## src/bbox_pkg.sv

```systemverilog
// Purpose: Shared constants and carriers for the byte/bit op execute block
// Assumes: 14-bit instruction word, 8-bit data, 7-bit register index
// Notes:   Every field position and opcode value lives here
package bbox_pkg;

   localparam int DATA_W = 8;
   localparam int ADDR_W = 7;
   localparam int POS_W  = 3;
   localparam int INSN_W = 14;

   // Instruction field positions and nibble width
   localparam int CLASS_HI = 13;
   localparam int CLASS_LO = 12;
   localparam int OPC_HI   = 11;
   localparam int OPC_LO   = 8;
   localparam int BOPC_HI  = 11;
   localparam int BOPC_LO  = 10;
   localparam int DEST_BIT = 7;
   localparam int POS_HI   = 9;
   localparam int POS_LO   = 7;
   localparam int REG_HI   = 6;
   localparam int REG_LO   = 0;
   localparam int NIB_W    = 4;

   // Opcode values
   localparam logic [1:0] CLASS_BYTE = 2'h0;
   localparam logic [1:0] CLASS_BIT  = 2'h1;
   localparam logic [3:0] OPC_ADD    = 4'h7;
   localparam logic [3:0] OPC_AND    = 4'h5;
   localparam logic [1:0] BOPC_CLR   = 2'h0;
   localparam logic [1:0] BOPC_TSTZ  = 2'h2;

   // Reset values
   localparam logic [DATA_W-1:0] ACC_RST  = 8'h00;
   localparam logic              FLAG_RST = 1'b0;

   typedef struct packed {
      logic              overflow_out_flag;
      logic              nibble_carry;
      logic              result_all_low_flag;
   } bbox_flags_s;

   typedef struct packed {
      logic              we;
      logic [ADDR_W-1:0] addr;
      logic [DATA_W-1:0] data;
   } bbox_wr_s;

   typedef struct packed {
      logic [DATA_W-1:0] acc;
      bbox_flags_s       flags;
      bbox_wr_s          wr;
      logic              idle_slot;
      logic              skip_taken;
   } bbox_state_s;

endpackage : bbox_pkg

```

## src/bbox_bit_unit.sv

```systemverilog
// Purpose: Select one bit of a byte and form the byte with that bit cleared
// Assumes: Position is always in range for the width
// Notes:   Pure combinational
`timescale 1ns/100ps
module bbox_bit_unit #(
   parameter int WIDTH = 8,
   parameter int POS_W = 3
) (
   // Operand
   input  wire logic [WIDTH-1:0] i_value,
   input  wire logic [POS_W-1:0] i_pos,
   // Results
   output logic                  o_bit,
   output logic [WIDTH-1:0]      o_cleared
);

   logic [WIDTH-1:0] mask;

   always_comb begin
      mask      = {{(WIDTH-1){1'b0}}, 1'b1} << i_pos;
      o_bit     = |(i_value & mask);
      o_cleared = i_value & ~mask;
   end

endmodule : bbox_bit_unit

```

## src/bbox_execute.sv

```systemverilog
// Purpose: Execute add, AND, bit clear and bit test-skip for an 8-bit core
// Assumes: Register file reads combinationally from o_rf_raddr
// Notes:   Own write-back is forwarded to cover the registered write delay
//
// Overview of operation
// RULE1: Add accumulator to register, update three flags
// RULE2: Destination bit 0 accumulator, 1 register
// RULE3: AND accumulator with register, only zero flag
// RULE4: Test bit, skip next when bit low
// RULE5: Skipped prefetch replaced by an idle slot
// RULE6: Test takes one cycle, two when skipping
// RULE7: Clear selected register bit, flags untouched
//
// Our own choices: strobed register access and the register addresses.
`timescale 1ns/100ps
module bbox_execute
   import bbox_pkg::*;
(
   // Clock, reset, enable
   input  wire logic              i_clk,
   input  wire logic              i_reset,
   input  wire logic              i_ce,
   // Instruction from decoder
   input  wire logic              i_insn_valid,
   input  wire logic [INSN_W-1:0] i_insn,
   // Accumulator load from the rest of the core
   input  wire logic              i_acc_load,
   input  wire logic [DATA_W-1:0] i_acc_data,
   // Register file read
   output logic [ADDR_W-1:0]      o_rf_raddr,
   input  wire logic [DATA_W-1:0] i_rf_rdata,
   // Register file write
   output logic                   o_rf_we,
   output logic [ADDR_W-1:0]      o_rf_waddr,
   output logic [DATA_W-1:0]      o_rf_wdata,
   // Core state
   output logic [DATA_W-1:0]      o_acc,
   output bbox_flags_s            o_flags,
   output logic                   o_idle_slot,
   output logic                   o_skip_taken,
   output logic                   o_insn_accept
);

   bbox_state_s q;
   bbox_state_s d;

   logic              is_byte;
   logic              is_bit;
   logic              op_add;
   logic              op_and;
   logic              op_clr;
   logic              op_tst;
   logic              dest_reg;
   logic [ADDR_W-1:0] reg_idx;
   logic [POS_W-1:0]  bit_pos;
   logic [DATA_W-1:0] operand;
   logic [DATA_W:0]   sum;
   logic [NIB_W:0]    nib_sum;
   logic [DATA_W-1:0] result;
   logic              sel_bit;
   logic [DATA_W-1:0] cleared;
   logic              exec;

   assign reg_idx    = i_insn[REG_HI:REG_LO];
   assign bit_pos    = i_insn[POS_HI:POS_LO];
   assign dest_reg   = i_insn[DEST_BIT];
   assign is_byte    = i_insn[CLASS_HI:CLASS_LO] == CLASS_BYTE;
   assign is_bit     = i_insn[CLASS_HI:CLASS_LO] == CLASS_BIT;
   assign op_add     = is_byte && i_insn[OPC_HI:OPC_LO] == OPC_ADD;
   assign op_and     = is_byte && i_insn[OPC_HI:OPC_LO] == OPC_AND;
   assign op_clr     = is_bit && i_insn[BOPC_HI:BOPC_LO] == BOPC_CLR;
   assign op_tst     = is_bit && i_insn[BOPC_HI:BOPC_LO] == BOPC_TSTZ;
   assign o_rf_raddr = reg_idx;

   // Prefetched word is thrown away while the idle slot runs
   assign exec          = i_insn_valid && !q.idle_slot; // RULE5
   assign o_insn_accept = i_ce && i_insn_valid;

   // Last write not yet in the file; forward it to a back-to-back reader
   assign operand = (q.wr.we && q.wr.addr == reg_idx) ? q.wr.data
                                                     : i_rf_rdata;

   assign sum     = {1'b0, q.acc} + {1'b0, operand};
   assign nib_sum = {1'b0, q.acc[NIB_W-1:0]} + {1'b0, operand[NIB_W-1:0]};

   bbox_bit_unit #(
      .WIDTH (DATA_W),
      .POS_W (POS_W)
   ) u_bit (
      .i_value   (operand),
      .i_pos     (bit_pos),
      .o_bit     (sel_bit),
      .o_cleared (cleared)
   );

   always_comb begin
      d           = q;
      d.wr.we     = 1'b0;
      d.skip_taken = 1'b0;
      // Idle slot lasts exactly one cycle
      d.idle_slot = 1'b0; // RULE6
      result      = op_add ? sum[DATA_W-1:0] : (q.acc & operand);
      if (i_acc_load) begin
         d.acc = i_acc_data;
      end
      if (exec) begin
         if (op_add || op_and) begin
            if (dest_reg) begin // RULE2
               d.wr.we   = 1'b1;
               d.wr.addr = reg_idx;
               d.wr.data = result;
            end else begin
               d.acc = result; // RULE2
            end
            d.flags.result_all_low_flag = result == '0; // RULE1 RULE3
            if (op_add) begin
               d.flags.overflow_out_flag = sum[DATA_W]; // RULE1
               d.flags.nibble_carry      = nib_sum[NIB_W]; // RULE1
            end
         end
         if (op_clr) begin
            d.wr.we   = 1'b1; // RULE7
            d.wr.addr = reg_idx;
            d.wr.data = cleared;
         end
         if (op_tst && !sel_bit) begin
            d.idle_slot  = 1'b1; // RULE4 RULE5 RULE6
            d.skip_taken = 1'b1;
         end
      end
   end

   always_ff @(posedge i_clk) begin
      if (i_reset) begin
         q.acc       <= ACC_RST;
         q.flags     <= '{FLAG_RST, FLAG_RST, FLAG_RST};
         q.wr        <= '0;
         q.idle_slot <= 1'b0;
         q.skip_taken <= 1'b0;
      end else if (i_ce) begin
         q <= d;
      end
   end

   assign o_acc        = q.acc;
   assign o_flags      = q.flags;
   assign o_rf_we      = q.wr.we;
   assign o_rf_waddr   = q.wr.addr;
   assign o_rf_wdata   = q.wr.data;
   assign o_idle_slot  = q.idle_slot;
   assign o_skip_taken = q.skip_taken;

endmodule : bbox_execute

```

## config.mk

```make
export PLATFORM = sky130hd
export DESIGN_NAME = bbox_execute
export DESIGN_NICKNAME = d
export VERILOG_FILES = /design/src/bbox_pkg.sv /design/src/bbox_bit_unit.sv /design/src/bbox_execute.sv
export SDC_FILE = /design/constraint.sdc
export NUM_CORES = 1
export LEC_CHECK = 0
export ABC_CLOCK_PERIOD_IN_PS = 4350
export BUFFER_PORTS_ARGS = -buffer_cell sky130_fd_sc_hd__buf_2
export CAP_MARGIN = 5
export CORE_AREA = 2 2 69 71
export CTS_CLUSTER_DIAMETER = 120
export DETAILED_ROUTE_END_ITERATION = 8
export DIE_AREA = 0 0 71 73
export PLACE_DENSITY = 0.9
export SYNTH_ARGS = -nofsm -noshare
export SYNTH_HDL_FRONTEND = slang
export SYNTH_SLANG_ARGS = --single-unit
```

## constraint.sdc

```tcl
create_clock -name i_clk -period 4.35 [get_ports i_clk]
set_input_delay 0.6525 -clock i_clk [delete_from_list [all_inputs] [get_ports i_clk]]
set_output_delay 0.6525 -clock i_clk [all_outputs]
set_load 0.03 [all_outputs]
```

==> results of run 1 <==
metrics by stage:
| stage | utilization | power, uW | cells | hold slack, ns |
|---|---|---|---|---|
| after floorplan | - | 384 | 281 | 0.585 |
| after detailed placement | 0.546 | 432 | 383 | 0.464 |
| after CTS | 0.562 | 640 | 387 | 0.482 |
| final | 0.562 | 640 | 387 | 0.491 |
| after global routing | 0.562 | 663 | 387 | 0.515 |
| after global placement | 0.546 | 430 | 383 | 0.464 |
cells in the final DEF, fill, tap and decap left out, types with 3 or more instances in the layout:
cell type / count
sky130_fd_sc_hd__buf_2: 71
sky130_fd_sc_hd__nand2_1: 32
sky130_fd_sc_hd__dfxtp_1: 28
sky130_fd_sc_hd__a21oi_1: 27
sky130_fd_sc_hd__o21ai_0: 25
sky130_fd_sc_hd__nor2_1: 10
sky130_fd_sc_hd__inv_1: 9
sky130_fd_sc_hd__mux2_2: 9
sky130_fd_sc_hd__ha_1: 9
sky130_fd_sc_hd__nor3_1: 8
sky130_fd_sc_hd__xnor2_1: 7
sky130_fd_sc_hd__nand3_1: 7
sky130_fd_sc_hd__a31oi_1: 7
sky130_fd_sc_hd__nand3b_1: 7
sky130_fd_sc_hd__nand4_1: 6
sky130_fd_sc_hd__nand2b_1: 5
sky130_fd_sc_hd__o21a_1: 4
sky130_fd_sc_hd__a211oi_1: 4
sky130_fd_sc_hd__o21ai_1: 4
sky130_fd_sc_hd__mux2i_1: 3
sky130_fd_sc_hd__nor2b_1: 3
sky130_fd_sc_hd__o31ai_1: 3
sky130_fd_sc_hd__or3_1: 3
sky130_fd_sc_hd__a221oi_1: 3
sky130_fd_sc_hd__o221ai_1: 3
sky130_fd_sc_hd__clkbuf_8: 3
routing by layer:
metal | vias up | routed length [um]
li1 | 1137 | -
met2 | 158 | 3130
met4 | 0 | 148
met3 | 16 | 638
met5 | - | 0
met1 | 1130 | 2710
cell families (layout without fill, tap and decap cells):
kind of cell | count (synthesis) | count (layout)
flops | 28 | 28
xor+xnor | 8 | 8
mux | 13 | 13
compound gates | 92 | 92
fa+ha+maj | 10 | 10
buf+inv | 33 | 85
simple gates | 97 | 97
worst max-delay path, delay by kind of cell:
kind	cells	cell delay, ns
fa+ha+maj	2	0.43
simple gates	5	1.18
xor+xnor	1	0.17
compound gates	3	0.69
buf+inv	2	0.20
mux	1	0.42
power by group through the flow:
stage	clock (uW)	combinational, uW	sequential [uW]
4_1_cts	214	158	269
3_3_place_gp	0	154	275
6_report	211	160	269
5_1_grt	220	173	270
2_1_floorplan	0	96.2	288
3_5_place_dp	0	157	275
layout make-up:
type                            instances  area (sq um)  area share
Multi-Input combinational cell        220          1450       0.570
Sequential cell                        28           561       0.220
Clock buffer                            3          41.3      0.0162
Clock inverter                          1          30.0      0.0118
Inverter                                9          33.8      0.0133
Tap cell                               54          67.6      0.0265
Timing Repair Buffer                   72           363       0.142
sequential cells by signal, indices dropped and copies added (netlist names):
signal / count
o_rf_waddr: 7
o_idle_slot: 1
o_rf_wdata: 8
o_flags: 3
o_rf_we: 1
o_acc: 8
worst max path at each step:
| stage | from | to | slack [ns] | cells after the start |
|---|---|---|---|---|
| detailed placement | i_insn[2] | o_rf_wdata[6] | 0.46 | 14 |
| floorplan | i_insn[4] | o_rf_wdata[6] | 1.03 | 14 |
| global route | i_insn[2] | o_flags[0] | 0.52 | 14 |
| CTS | i_insn[2] | o_rf_wdata[6] | 0.76 | 14 |
| global placement | i_insn[3] | o_rf_wdata[6] | 0.53 | 14 |
| finish | i_insn[2] | o_rf_wdata[6] | 0.75 | 14 |
==> results list, run 1 <==
- The run finished with clean final reports.
- After detailed routing, the number of remaining DRC violations is 0.
- TritonCTS built the clock tree.
- Required time reported for the critical path endpoint: 4.50 ns
- The global routing stage identified its most utilized layer as met2.
- Of the total power, the share spent switching nets is 0.306.
* Floorplan Core Area: 4540 sq um
- The synthesized design contains 0 enable-type register cells.
* Synthesized-area fraction occupied by xor and xnor cells: 0.0323
- Final cycle utilization of the critical path: 0.827
- Among all cell types in the netlist, the one instantiated most often is sky130_fd_sc_hd__nand2_1.
* Total Die Area: 5180 sq um
* Post-detailed-route via-to-cell ratio: between 6 and 7
- Height of the die: around 73 um
* CP Capture Type: flip-flop
- Measured slew at the worst slew-check pin: 1.01 ns
- The repair_antennas step left the layout with diodes totalling 0.
- Area growth, synth to finish: 17.3%
- Capture instance of the worst register-to-register path: o_rf_wdata[6]
- Entering global routing, the biggest net connects 19 pins.
- Final setup violation count: 0
* Max Clock Freq: between 200 and 300 MHz
- The worst pin sits at a relative slew slack of 0.322.
- I/O pin count: between 70 and 80
* Number of fill cells: approximately 430
- Leakage: between 0.001 and 0.0015 uW
- The path with the worst hold slack has its endpoint at o_rf_waddr[5].
* Reg clk slew, reported paths: approximately 0.10 ns
- Top cell type's share of synthesized area: 0.258
- Sequential cell fraction of total power: 0.421
* Mux cell area share after synthesis: 0.0709
* Total power density per cell area: roughly 250 nW/um^2
* Synthesized area per cell: 7.73 sq um
- Number of buffers added to fix hold violations after cts: 0
- GRT Util Overall: 0.255
- Class of the tightest hold or removal check: flip-flop to flip-flop
* Post-detailed-routing wire length: 6620 um
- Buffers from clock root to sink, at most: 2
* Post-route cell area: between 2000 and 3000 sq um
- Row count: 25
* Detailed placement HPWL: 5040 um
- Slowest cell on the critical path: sky130_fd_sc_hd__or4_1
- The number of max-slew violations in the final report is 0.
- In this run the worst path has a maximum fanout of 5.
- Share of the yosys chip area belonging to registers: 0.258
- The count of nets left with antenna violations once routing finished came out at 0.
- In this run, the number of DRC markers left after iteration 0 of detailed routing was 240.
- Switching pwr: 196 uW
- Buffers added to address setup during post-CTS repair amount to 0.
- For met3 alone, demand over resource in global routing was 0.0318.
- The clock reaches the later pin of the worst-skew pair after 0.28 ns.
- From left edge to right edge, the die measures just over 70 um.
- Global-route met1 utilization: 0.330
- The signal on the critical path passes through buf_2 > xnor2_1 > nand4_1 > nor2_1 > mux2_2 > ha_1 > inv_1 > fa_1 > nor2b_1 > o2111a_1 > or4_1 > a31oi_1 > nand2b_1 > a31oi_1.
* Simple-gate share of the synthesized area: 0.246
- Initial antenna violation count: 0
- The initial utilization of the core area, before any placement, comes to 0.479.
- For this block, the via count after detailed routing is 2441.
- Startpoint class of the critical path: input pin
- In the synthesized netlist, the cells that appear most often are 32 x sky130_fd_sc_hd__nand2_1, 28 x sky130_fd_sc_hd__dfxtp_1, 27 x sky130_fd_sc_hd__a21oi_1, 25 x sky130_fd_sc_hd__o21ai_0.
- The number of clock buffers added by TritonCTS is 3.
* Time the worst path needs with I/O delays and setup: approximately 3.6 ns
* Met2 Track Usage GR: 0.443
* Post-synthesis sequential element count: 28
* Worst setup slack after layout: about 0.75 ns
- The via count of the first global-routing pass was approximately 2200.
- The startpoint identified for the worst register-to-register timing path is o_rf_waddr[2].
* TNS Setup: 0 ns
* Critical path start-end classification: input pin to flip-flop
- Wire per inst: 17.1 um
* Largest cells by area after synthesis: sky130_fd_sc_hd__dfxtp_1 26%, sky130_fd_sc_hd__a21oi_1 6.2%, sky130_fd_sc_hd__o21ai_0 5.8%
* Global-route wire length before repair: about 11000 um
- Setup repair after global routing missed its margin: no
- The netlist uses 54 different library cells.
- Before CTS, the worst setup slack after placement is 0.464 ns.
- Dpl cell area: approximately 2500 sq um
- Total nets after synthesis: 326
- Complex-gate fraction of the synthesized area: 0.259
* Number of cells upsized or downsized after cts: 0
* Layout cells sized above 1: 0.270
- Yosys synthesis warning count: 0
- For this run, the leading register cell type out of synthesis is sky130_fd_sc_hd__dfxtp_1.
* Number of cells traversed by the worst hold path: 2
- Number of failing hold endpoints at the final stage: 0
- On the final layout, the worst clock skew is around 0.0036 ns.
* Synth Cell Area: 2170 sq um
- CTS placed an instance of sky130_fd_sc_hd__clkbuf_8 at the clock tree root.
- Worst vdd rail ir drop: around 0.00013 V
- Cell taking the most area after synthesis: sky130_fd_sc_hd__dfxtp_1
- Post-synthesis cell count: between 200 and 300
- Weighted congestion reported at the end of routability-driven placement: between 0.9 and 1
- Share of async-settable or async-resettable flops after synthesis: 0
- In this run the most critical hold path is launched from o_rf_waddr[5].
- Counting stages on the worst path, the most repeated cell is sky130_fd_sc_hd__a31oi_1.
- Total grt overflow: 0
- Counting cells, the worst reg-to-reg path comes to 13.
* Total Nets Final: approximately 380
- Main combinational cell family by area after synthesis: compound AO/OA/AOI/OAI gates
- Adder-cell share of the synthesized area: 0.0611
* Iteration count of the initial detailed-routing pass: 8
* Critical path arrival: between 3 and 4 ns
- Internal power comes to 445 uW.
* Level count of the clock H-tree: 1
* Reg-to-reg slack, setup: between 0.8 and 0.9 ns
* Maxcap violations: 0
- The largest single stage delay on the critical path is about 0.48 ns.
- CTS saw 28 sinks.
* Count of port buffers added during placement: 71
* Combinational cell fraction of total power: 0.250
- Part of the power in the clock network: 0.329
No activity file was read; power rests on OpenSTA's default activity.
==> run 2: changes to the inputs <==
--- a/config.mk
+++ b/config.mk
@@ -5,14 +5,14 @@
 export SDC_FILE = /design/constraint.sdc
 export NUM_CORES = 1
 export LEC_CHECK = 0
-export ABC_CLOCK_PERIOD_IN_PS = 4350
+export ABC_CLOCK_PERIOD_IN_PS = 3250
 export BUFFER_PORTS_ARGS = -buffer_cell sky130_fd_sc_hd__buf_2
 export CAP_MARGIN = 5
-export CORE_AREA = 2 2 69 71
+export CORE_AREA = 2 2 72 74
 export CTS_CLUSTER_DIAMETER = 120
 export DETAILED_ROUTE_END_ITERATION = 8
-export DIE_AREA = 0 0 71 73
-export PLACE_DENSITY = 0.9
+export DIE_AREA = 0 0 74 76
+export PLACE_DENSITY = 0.87
 export SYNTH_ARGS = -nofsm -noshare
 export SYNTH_HDL_FRONTEND = slang
 export SYNTH_SLANG_ARGS = --single-unit
==> constraint.sdc (replaced) <==
create_clock -name i_clk -period 3.25 [get_ports i_clk]
set_input_delay 0.4875 -clock i_clk [delete_from_list [all_inputs] [get_ports i_clk]]
set_output_delay 0.4875 -clock i_clk [all_outputs]
set_load 0.03 [all_outputs]
==> run 2 against run 1 <==
Effect of this change:
- final cell count grew 9.0%
- die area grew 8.5%
- clock power up 37%
- sequential power is 34% higher
- critical path type is now flip-flop to flip-flop
==> results list, run 2 (synthesis results as in run 1) <==
- The initial antenna violation count came to 0.
* Buffers from clock root to sink, at most: 2
- After legalization and detailed placement, the total HPWL measured 5280 um.
* Worst setup slack after layout: about 0.12 ns
- Met2 Track Usage GR: 0.400
- In this run the count of I/O pins placed on the die edge is around 70.
- Crit Path Max Fanout: 6
- The setup check on the worst reg-to-reg path leaves a slack of around 0.12 ns.
- In this run the worst hold path is classified as flip-flop to flip-flop.
* Leading cell type in the layout, fill and taps excluded: sky130_fd_sc_hd__buf_2
* Final setup violation count: 0
* CP Capture Type: flip-flop
- In this run, post-CTS hold repair placed 0 buffers.
* Clk_lat worst skew: 0.28 ns
- 1st-iter DRT viols: 321
- Timing analysis after detailed placement gives a worst setup slack of -0.126 ns.
- TritonCTS clock tree: done
- Total power density per cell area: approximately 330 nW/um^2
- Relative to the synthesized area, the layout overhead comes to 26.6%.
* Time the worst path needs with I/O delays and setup: about 3.1 ns
- Dividing the detail-routed wire length by the instance count gives ~17 um.
- The initial utilization of the core area, before any placement, comes to 0.442.
- Detail Route Antenna Nets: 0
- DRC violations left: 0
- Summed over all nets, the switching power comes to between 200 and 300 uW.
- In this run the most used layer during global routing was met2.
- Post-route cell area: approximately 2800 sq um
* Weighted congestion reported at the end of routability-driven placement: 0.970
- Row generation in the floorplan step produced 26 rows.
- Critical path start-end classification: flip-flop to flip-flop
- Using the TritonRoute via totals, the vias-per-cell ratio works out to 6.01.
* Clock sink count: 28
* Routed vias: roughly 2500
- For this run, global-route usage on met3 was measured as 0.0489.
- Count of placed standard cells in the final layout, fillers left out: ~420
- Total grt overflow: 0
- Combinational cell fraction of total power: 0.273
- Startpoint class of the critical path: flip-flop
* Total Nets Final: between 300 and 400
- Counting the buffers created by CTS gives 3.
- Post-CTS setup buffer count: 0
* Critical path arrival: approximately 3.3 ns
* Worst vdd rail ir drop: roughly 0.00020 V
- CTS built an H-tree with a depth of 1.
- Data on the critical path is required at its endpoint by roughly 3.4 ns.
- Summed over all layers, the routed wires come to between 6000 and 7000 um.
- After detailed placement, the design holds a cell count of approximately 420.
- Global-route met1 utilization: 0.304
* Die X-Extent: between 70 and 80 um
- During placement, the flow inserted port buffers numbering 71.
- Measured slew at the worst slew-check pin: a little under 1 ns
- Cell-internal power: between 600 and 700 uW
- Summing all placed instances gives a cell area of roughly 2600 sq um.
- On the final layout, the worst clock skew is 0.00460 ns.
- Static timing analysis puts the maximum clock frequency at 320 MHz.
- The share of total power dissipated in the clock network is 0.323.
- Number of global-route vias before repair: around 2400
- Diode count: 0
- Leakage: ~0.0012 uW
* Cell at the root of the clock tree: sky130_fd_sc_hd__clkbuf_8
* Sequential cell fraction of total power: 0.403
- Commonest non-fill, non-tap cells in the layout: 71 x sky130_fd_sc_hd__buf_2, 32 x sky130_fd_sc_hd__nand2_1, 27 x sky130_fd_sc_hd__a21oi_1, 27 x sky130_fd_sc_hd__dfxtp_1, 24 x sky130_fd_sc_hd__o21ai_0
* Floorplan Core Area: between 4000 and 5000 sq um
* GRT Util Overall: 0.241
* Maxcap violations: 0
- Of the total power, the share spent switching nets is 0.312.
* Iteration count of the initial detailed-routing pass: 5
- The number of max-slew violations in the final report came to 0.
- The worst pin sits at a relative slew slack of 0.345.
* Height of the die: ~76 um
* Total Die Area: around 5600 sq um
- The first global-routing pass estimated about 11000 um of wire.
- Reg clk slew, reported paths: ~0.11 ns
* Layout cells sized above 1: 0.330
- The flow ran to the end, and the final reports show no timing, DRC or antenna violations.
- Final cycle utilization of the critical path: 0.962
* Largest net degree at the start of global routing: 19
- The hold violation total from the final report was 0.
run 2: cell types whose count changed in the layout (fill, tap and decap cells not counted), sizes merged:
cell,change
buf,+19
run 2: critical path, cell delays in order, from the launching register on:
cell and delay [ns]:
sky130_fd_sc_hd__dfxtp_1 0.34, sky130_fd_sc_hd__xnor2_1 0.16, sky130_fd_sc_hd__nand4_1 0.13, sky130_fd_sc_hd__nor2_1 0.11
sky130_fd_sc_hd__buf_4 0.17, sky130_fd_sc_hd__mux2_2 0.37, sky130_fd_sc_hd__ha_1 0.20, sky130_fd_sc_hd__inv_1 0.07
sky130_fd_sc_hd__fa_2 0.20, sky130_fd_sc_hd__nor2b_1 0.07, sky130_fd_sc_hd__o2111a_1 0.26, sky130_fd_sc_hd__or4_4 0.50
sky130_fd_sc_hd__a31oi_4 0.20, sky130_fd_sc_hd__nand2b_1 0.12, sky130_fd_sc_hd__a31oi_1 0.09
run 2: worst paths after layout:
kind,end,from,cells after the start
worst min register to register,o_rf_waddr[0],o_rf_waddr[0],2
worst max-delay path,o_rf_wdata[6],o_rf_waddr[0],14
worst min-delay path,o_rf_waddr[0],o_rf_waddr[0],2
worst max register to register,o_rf_wdata[6],o_rf_waddr[0],14
run 2: layout make-up:
type | instances | area, sq um
inverters | 9 | 33.8
well taps | 70 | 87.6
clock buffers | 3 | 41.3
flip-flops and latches | 28 | 562
fillers | 459 | 2160
clock inverters | 1 | 30.0
multi-input cells | 220 | 1490
repair buffers | 91 | 505
run 2: power by group through the flow:
stage / clock (uW) / sequential, uW / combinational (uW)
after detailed placement: 0 / 368 / 232
after global routing: 299 / 362 / 264
after global placement: 0 / 368 / 228
final: 290 / 361 / 245
after CTS: 289 / 360 / 233
after floorplan: 0 / 385 / 129
run 2: repair_timing:
item,CTS,global route
hold endpoints to repair,0,0
resized for setup,0,9
setup endpoints to repair,0,5
run 2: per-stage QoR:
stage / hold WS (ns) / util / setup TNS [ns] / total power, uW
after global placement: 0.467 / 0.537 / -0.119 / 597
after global routing: 0.503 / 0.560 / -0.0106 / 925
after detailed placement: 0.471 / 0.537 / -0.242 / 601
after floorplan: 0.566 / - / 0 / 514
after CTS: 0.487 / 0.552 / 0 / 883
final: 0.484 / 0.560 / 0 / 896
run 2: layer usage:
metal	vias to the layer above	routed length [um]
li1	1181	-
met1	1163	2850
met2	166	3290
met3	27	698
met4	0	134
met5	-	0
==> run 3: changes to the inputs <==
--- a/config.mk
+++ b/config.mk
@@ -8,11 +8,14 @@
 export ABC_CLOCK_PERIOD_IN_PS = 3250
 export BUFFER_PORTS_ARGS = -buffer_cell sky130_fd_sc_hd__buf_2
 export CAP_MARGIN = 5
-export CORE_AREA = 2 2 72 74
+export CELL_PAD_IN_SITES_DETAIL_PLACEMENT = 0
+export CELL_PAD_IN_SITES_GLOBAL_PLACEMENT = 1
+export CORE_AREA = 2 2 85 87
 export CTS_CLUSTER_DIAMETER = 120
 export DETAILED_ROUTE_END_ITERATION = 8
-export DIE_AREA = 0 0 74 76
+export DIE_AREA = 0 0 87 89
 export PLACE_DENSITY = 0.87
+export SKIP_LAST_GASP = 1
 export SYNTH_ARGS = -nofsm -noshare
 export SYNTH_HDL_FRONTEND = slang
 export SYNTH_SLANG_ARGS = --single-unit
==> run 3 against run 2 <==
Effect of this change:
- utilization is 15 points lower
- routed wire length grew 2.0%
- global-route usage shrank 5.7 points
- die area grew 38%
- combinational power shrank 2%
- critical endpoint is now o_flags[0]
- count of clock-buffer cells in the layout did not move
- sequential power barely moved
- register-to-register slack better by 0.03 ns
- critical path type unchanged
- clock skew is 0.00097 ns higher
- via count shrank 5.2%
- largest cell class unchanged
- setup slack improved by 0.032 ns
- non-clock buffer count down 1
==> results list, run 3 (synthesis results as in run 1) <==
- The first TritonRoute pass finished after 4 iterations.
- Of all nets on the critical path, the largest fanout is 5.
- The initial antenna violation count was 0.
- Final cycle utilization of the critical path: 0.952
- Walking the worst path, the cells encountered are xnor2_1 > nand4_1 > nor2_1 > buf_4 > mux2_4 > ha_1 > inv_1 > fa_2 > nor2b_1 > o2111a_1 > or4_1 > a31oi_2 > nand4_1 > o21ai_1.
- Number of fill cells: 699
- DRC violations left: 0
* I/O pin count: a little over 70
- Of the cells placed in the final design, the portion with a size suffix greater than 1 is 0.333.
- Startpoint class of the critical path: flip-flop
* Slowest cell on the critical path: sky130_fd_sc_hd__or4_1
- Starting utilization of the core area: 0.323
- Hold Crit Start: i_insn[5]
- The number of antenna diodes in the final layout is 0.
- The die is 89 um tall.
- R2r worst-path depth: 14
- CP Capture Type: flip-flop
- Buffers inserted to repair hold after CTS numbered 0.
- By instance count, the cell type seen most on the critical path is sky130_fd_sc_hd__nand4_1.
- Measured against its own limit, the worst slew margin works out to 0.309.
- Total Die Area: 7740 sq um
- GRT Util Overall: 0.184
- The first global-routing pass estimated roughly 11000 um of wire.
- After the first detailed-routing iteration, the DRC count stood at 100.
- Die X-Extent: around 87 um
* Critical path arrival: ~3.3 ns
* Clock sink count: 28
* Worst Hold Path EP: o_rf_waddr[5]
- Reg clk slew, reported paths: approximately 0.1 ns
- Relative to the synthesized area, the layout overhead comes to 26.7%.
* Level count of the clock H-tree: 1
* Count of port buffers added during placement: just over 70
- Row count: 30
- Buffers from clock root to sink, at most: 2
* Worst setup slack after layout: about 0.16 ns
* Maxcap violations: 0
- Using the TritonRoute via totals, the vias-per-cell ratio works out to about 5.6.
* Commonest non-fill, non-tap cells in the layout: 71 x sky130_fd_sc_hd__buf_2, 32 x sky130_fd_sc_hd__nand2_1, 27 x sky130_fd_sc_hd__a21oi_1
- Counting both buffers and inverters, the worst setup path holds a total of 2.
* Detailed placement HPWL: 5580 um
* TritonCTS clock tree: done
* Delay-heaviest family, CP: simple AND/OR/NAND/NOR gates
- Leading cell type in the layout, fill and taps excluded: sky130_fd_sc_hd__buf_2
- Final setup violation count: 0
* Max Clock Freq: ~320 MHz
- Entering global routing, the biggest net connects 19 pins.
- TNS Setup: 0 ns
- Setup repair after global routing missed its margin: no
- Time the worst path needs with I/O delays and setup: 3.09 ns
- Prior to clock tree synthesis, the placed netlist has a worst setup slack of -0.176 ns.
- In this run the critical register-to-register path is launched from o_rf_waddr[1].
- Total grt overflow: 0
- The run finished with clean final reports.
* Required time reported for the critical path endpoint: about 3.5 ns
- Final Slew Violations: 0
* Class of the tightest hold or removal check: input pin to flip-flop
- The worst setup path is of the flip-flop to flip-flop kind.
- Cts bufs inserted: 3
- Counting instances, the worst hold path has a depth of 3.
- Number of global-route vias before repair: between 2000 and 2500
* Clk_lat worst skew: about 0.28 ns
- Hold timing on the final database bottoms out at a slack of about 0.46 ns.
* Delay contributed by the slowest stage of the critical path: a little under 0.5 ns
* Cell at the root of the clock tree: sky130_fd_sc_hd__clkbuf_8
* Post-detailed-routing wire length: 7120 um
* Leakage: between 0.001 and 0.0015 uW
- Setup slack on the worst reg-to-reg path comes out at between 0.15 and 0.2 ns.
* Clock tree skew after final layout: approximately 0.0056 ns
* Wire per inst: 16.5 um
- Capture instance of the worst register-to-register path: o_flags[0]
- Total power density per cell area: 320 nW/um^2
- Floorplan Core Area: between 6000 and 7000 sq um
- Once detail routing completed, the nets flagged for antenna violations numbered 0.
- The hold violation total from the final report came to 0.
- The net count of the finished layout is approximately 400.
* Measured slew at the worst slew-check pin: about 1 ns
* Weighted congestion reported at the end of routability-driven placement: about 0.89
- Across the VDD grid, the largest voltage drop is around 0.00011 V.
- Routed vias: roughly 2400
run 3: worst max-delay path by stage:
stage               cells after the start     startpoint       endpoint
floorplan                              14  o_rf_waddr[4]  o_rf_wdata[6]
global placement                       14      i_insn[4]  o_rf_wdata[7]
detailed placement                     14      i_insn[4]  o_rf_wdata[7]
CTS                                    14  o_rf_waddr[4]  o_rf_wdata[6]
global route                           13  o_rf_waddr[5]  o_rf_wdata[7]
finish                                 14  o_rf_waddr[1]     o_flags[0]
run 3: timing repair:
item                                    4_1_cts  5_1_grt
resized for setup                             0       12
endpoints found under the setup margin        0        5
setup buffers                                 0        1
run 3: metrics by stage:
| stage | cell area [sq um] | total power, uW | utilization | std cells |
|---|---|---|---|---|
| detailed placement | 2640 | 599 | 0.393 | 426 |
| finish | 2750 | 881 | 0.410 | 431 |
| global placement | 2640 | 596 | 0.393 | 426 |
| floorplan | 2170 | 514 | - | 281 |
| CTS | 2710 | 880 | 0.403 | 430 |
| global route | 2750 | 924 | 0.410 | 431 |
run 3: cell type report:
class,instances,area (sq um),share of cell area
multi-input combinational,220,1490,0.540
sequential,28,564,0.205
timing repair buffer,90,498,0.181
tap,80,100,0.0364
clock buffer,3,41.3,0.0150
inverter,9,33.8,0.0123
clock inverter,1,30.0,0.0109
run 3: worst reg2reg max path: stages, from the launching register on:
cell and delay [ns]:
sky130_fd_sc_hd__dfxtp_1 0.38, sky130_fd_sc_hd__xnor2_1 0.13, sky130_fd_sc_hd__nand4_1 0.12, sky130_fd_sc_hd__nor2_1 0.12, sky130_fd_sc_hd__buf_4 0.16, sky130_fd_sc_hd__mux2_4 0.32
sky130_fd_sc_hd__ha_1 0.21, sky130_fd_sc_hd__inv_1 0.08, sky130_fd_sc_hd__fa_2 0.21, sky130_fd_sc_hd__nor2b_1 0.06, sky130_fd_sc_hd__o2111a_1 0.24, sky130_fd_sc_hd__or4_1 0.49
sky130_fd_sc_hd__a31oi_2 0.24, sky130_fd_sc_hd__nand4_1 0.11, sky130_fd_sc_hd__o21ai_1 0.16
run 3: per-layer routing:
metal,GRT usage,vias up,share of wire
li1,-,1179,-
met5,0,-,0
met2,0.314,89,0.47
met4,0.0753,0,0.023
met3,0.0249,18,0.062
met1,0.234,1118,0.45
run 3: where the power goes:
group | total [uW] | internal (uW) | switching [uW] | leakage [uW]
Sequential | 360 | 352 | 8.18 | 0.000229
Combinational | 239 | 95.5 | 144 | 0.000936
Clock | 282 | 165 | 117 | 0.0000357
Total | 881 | 613 | 268 | 0.00120
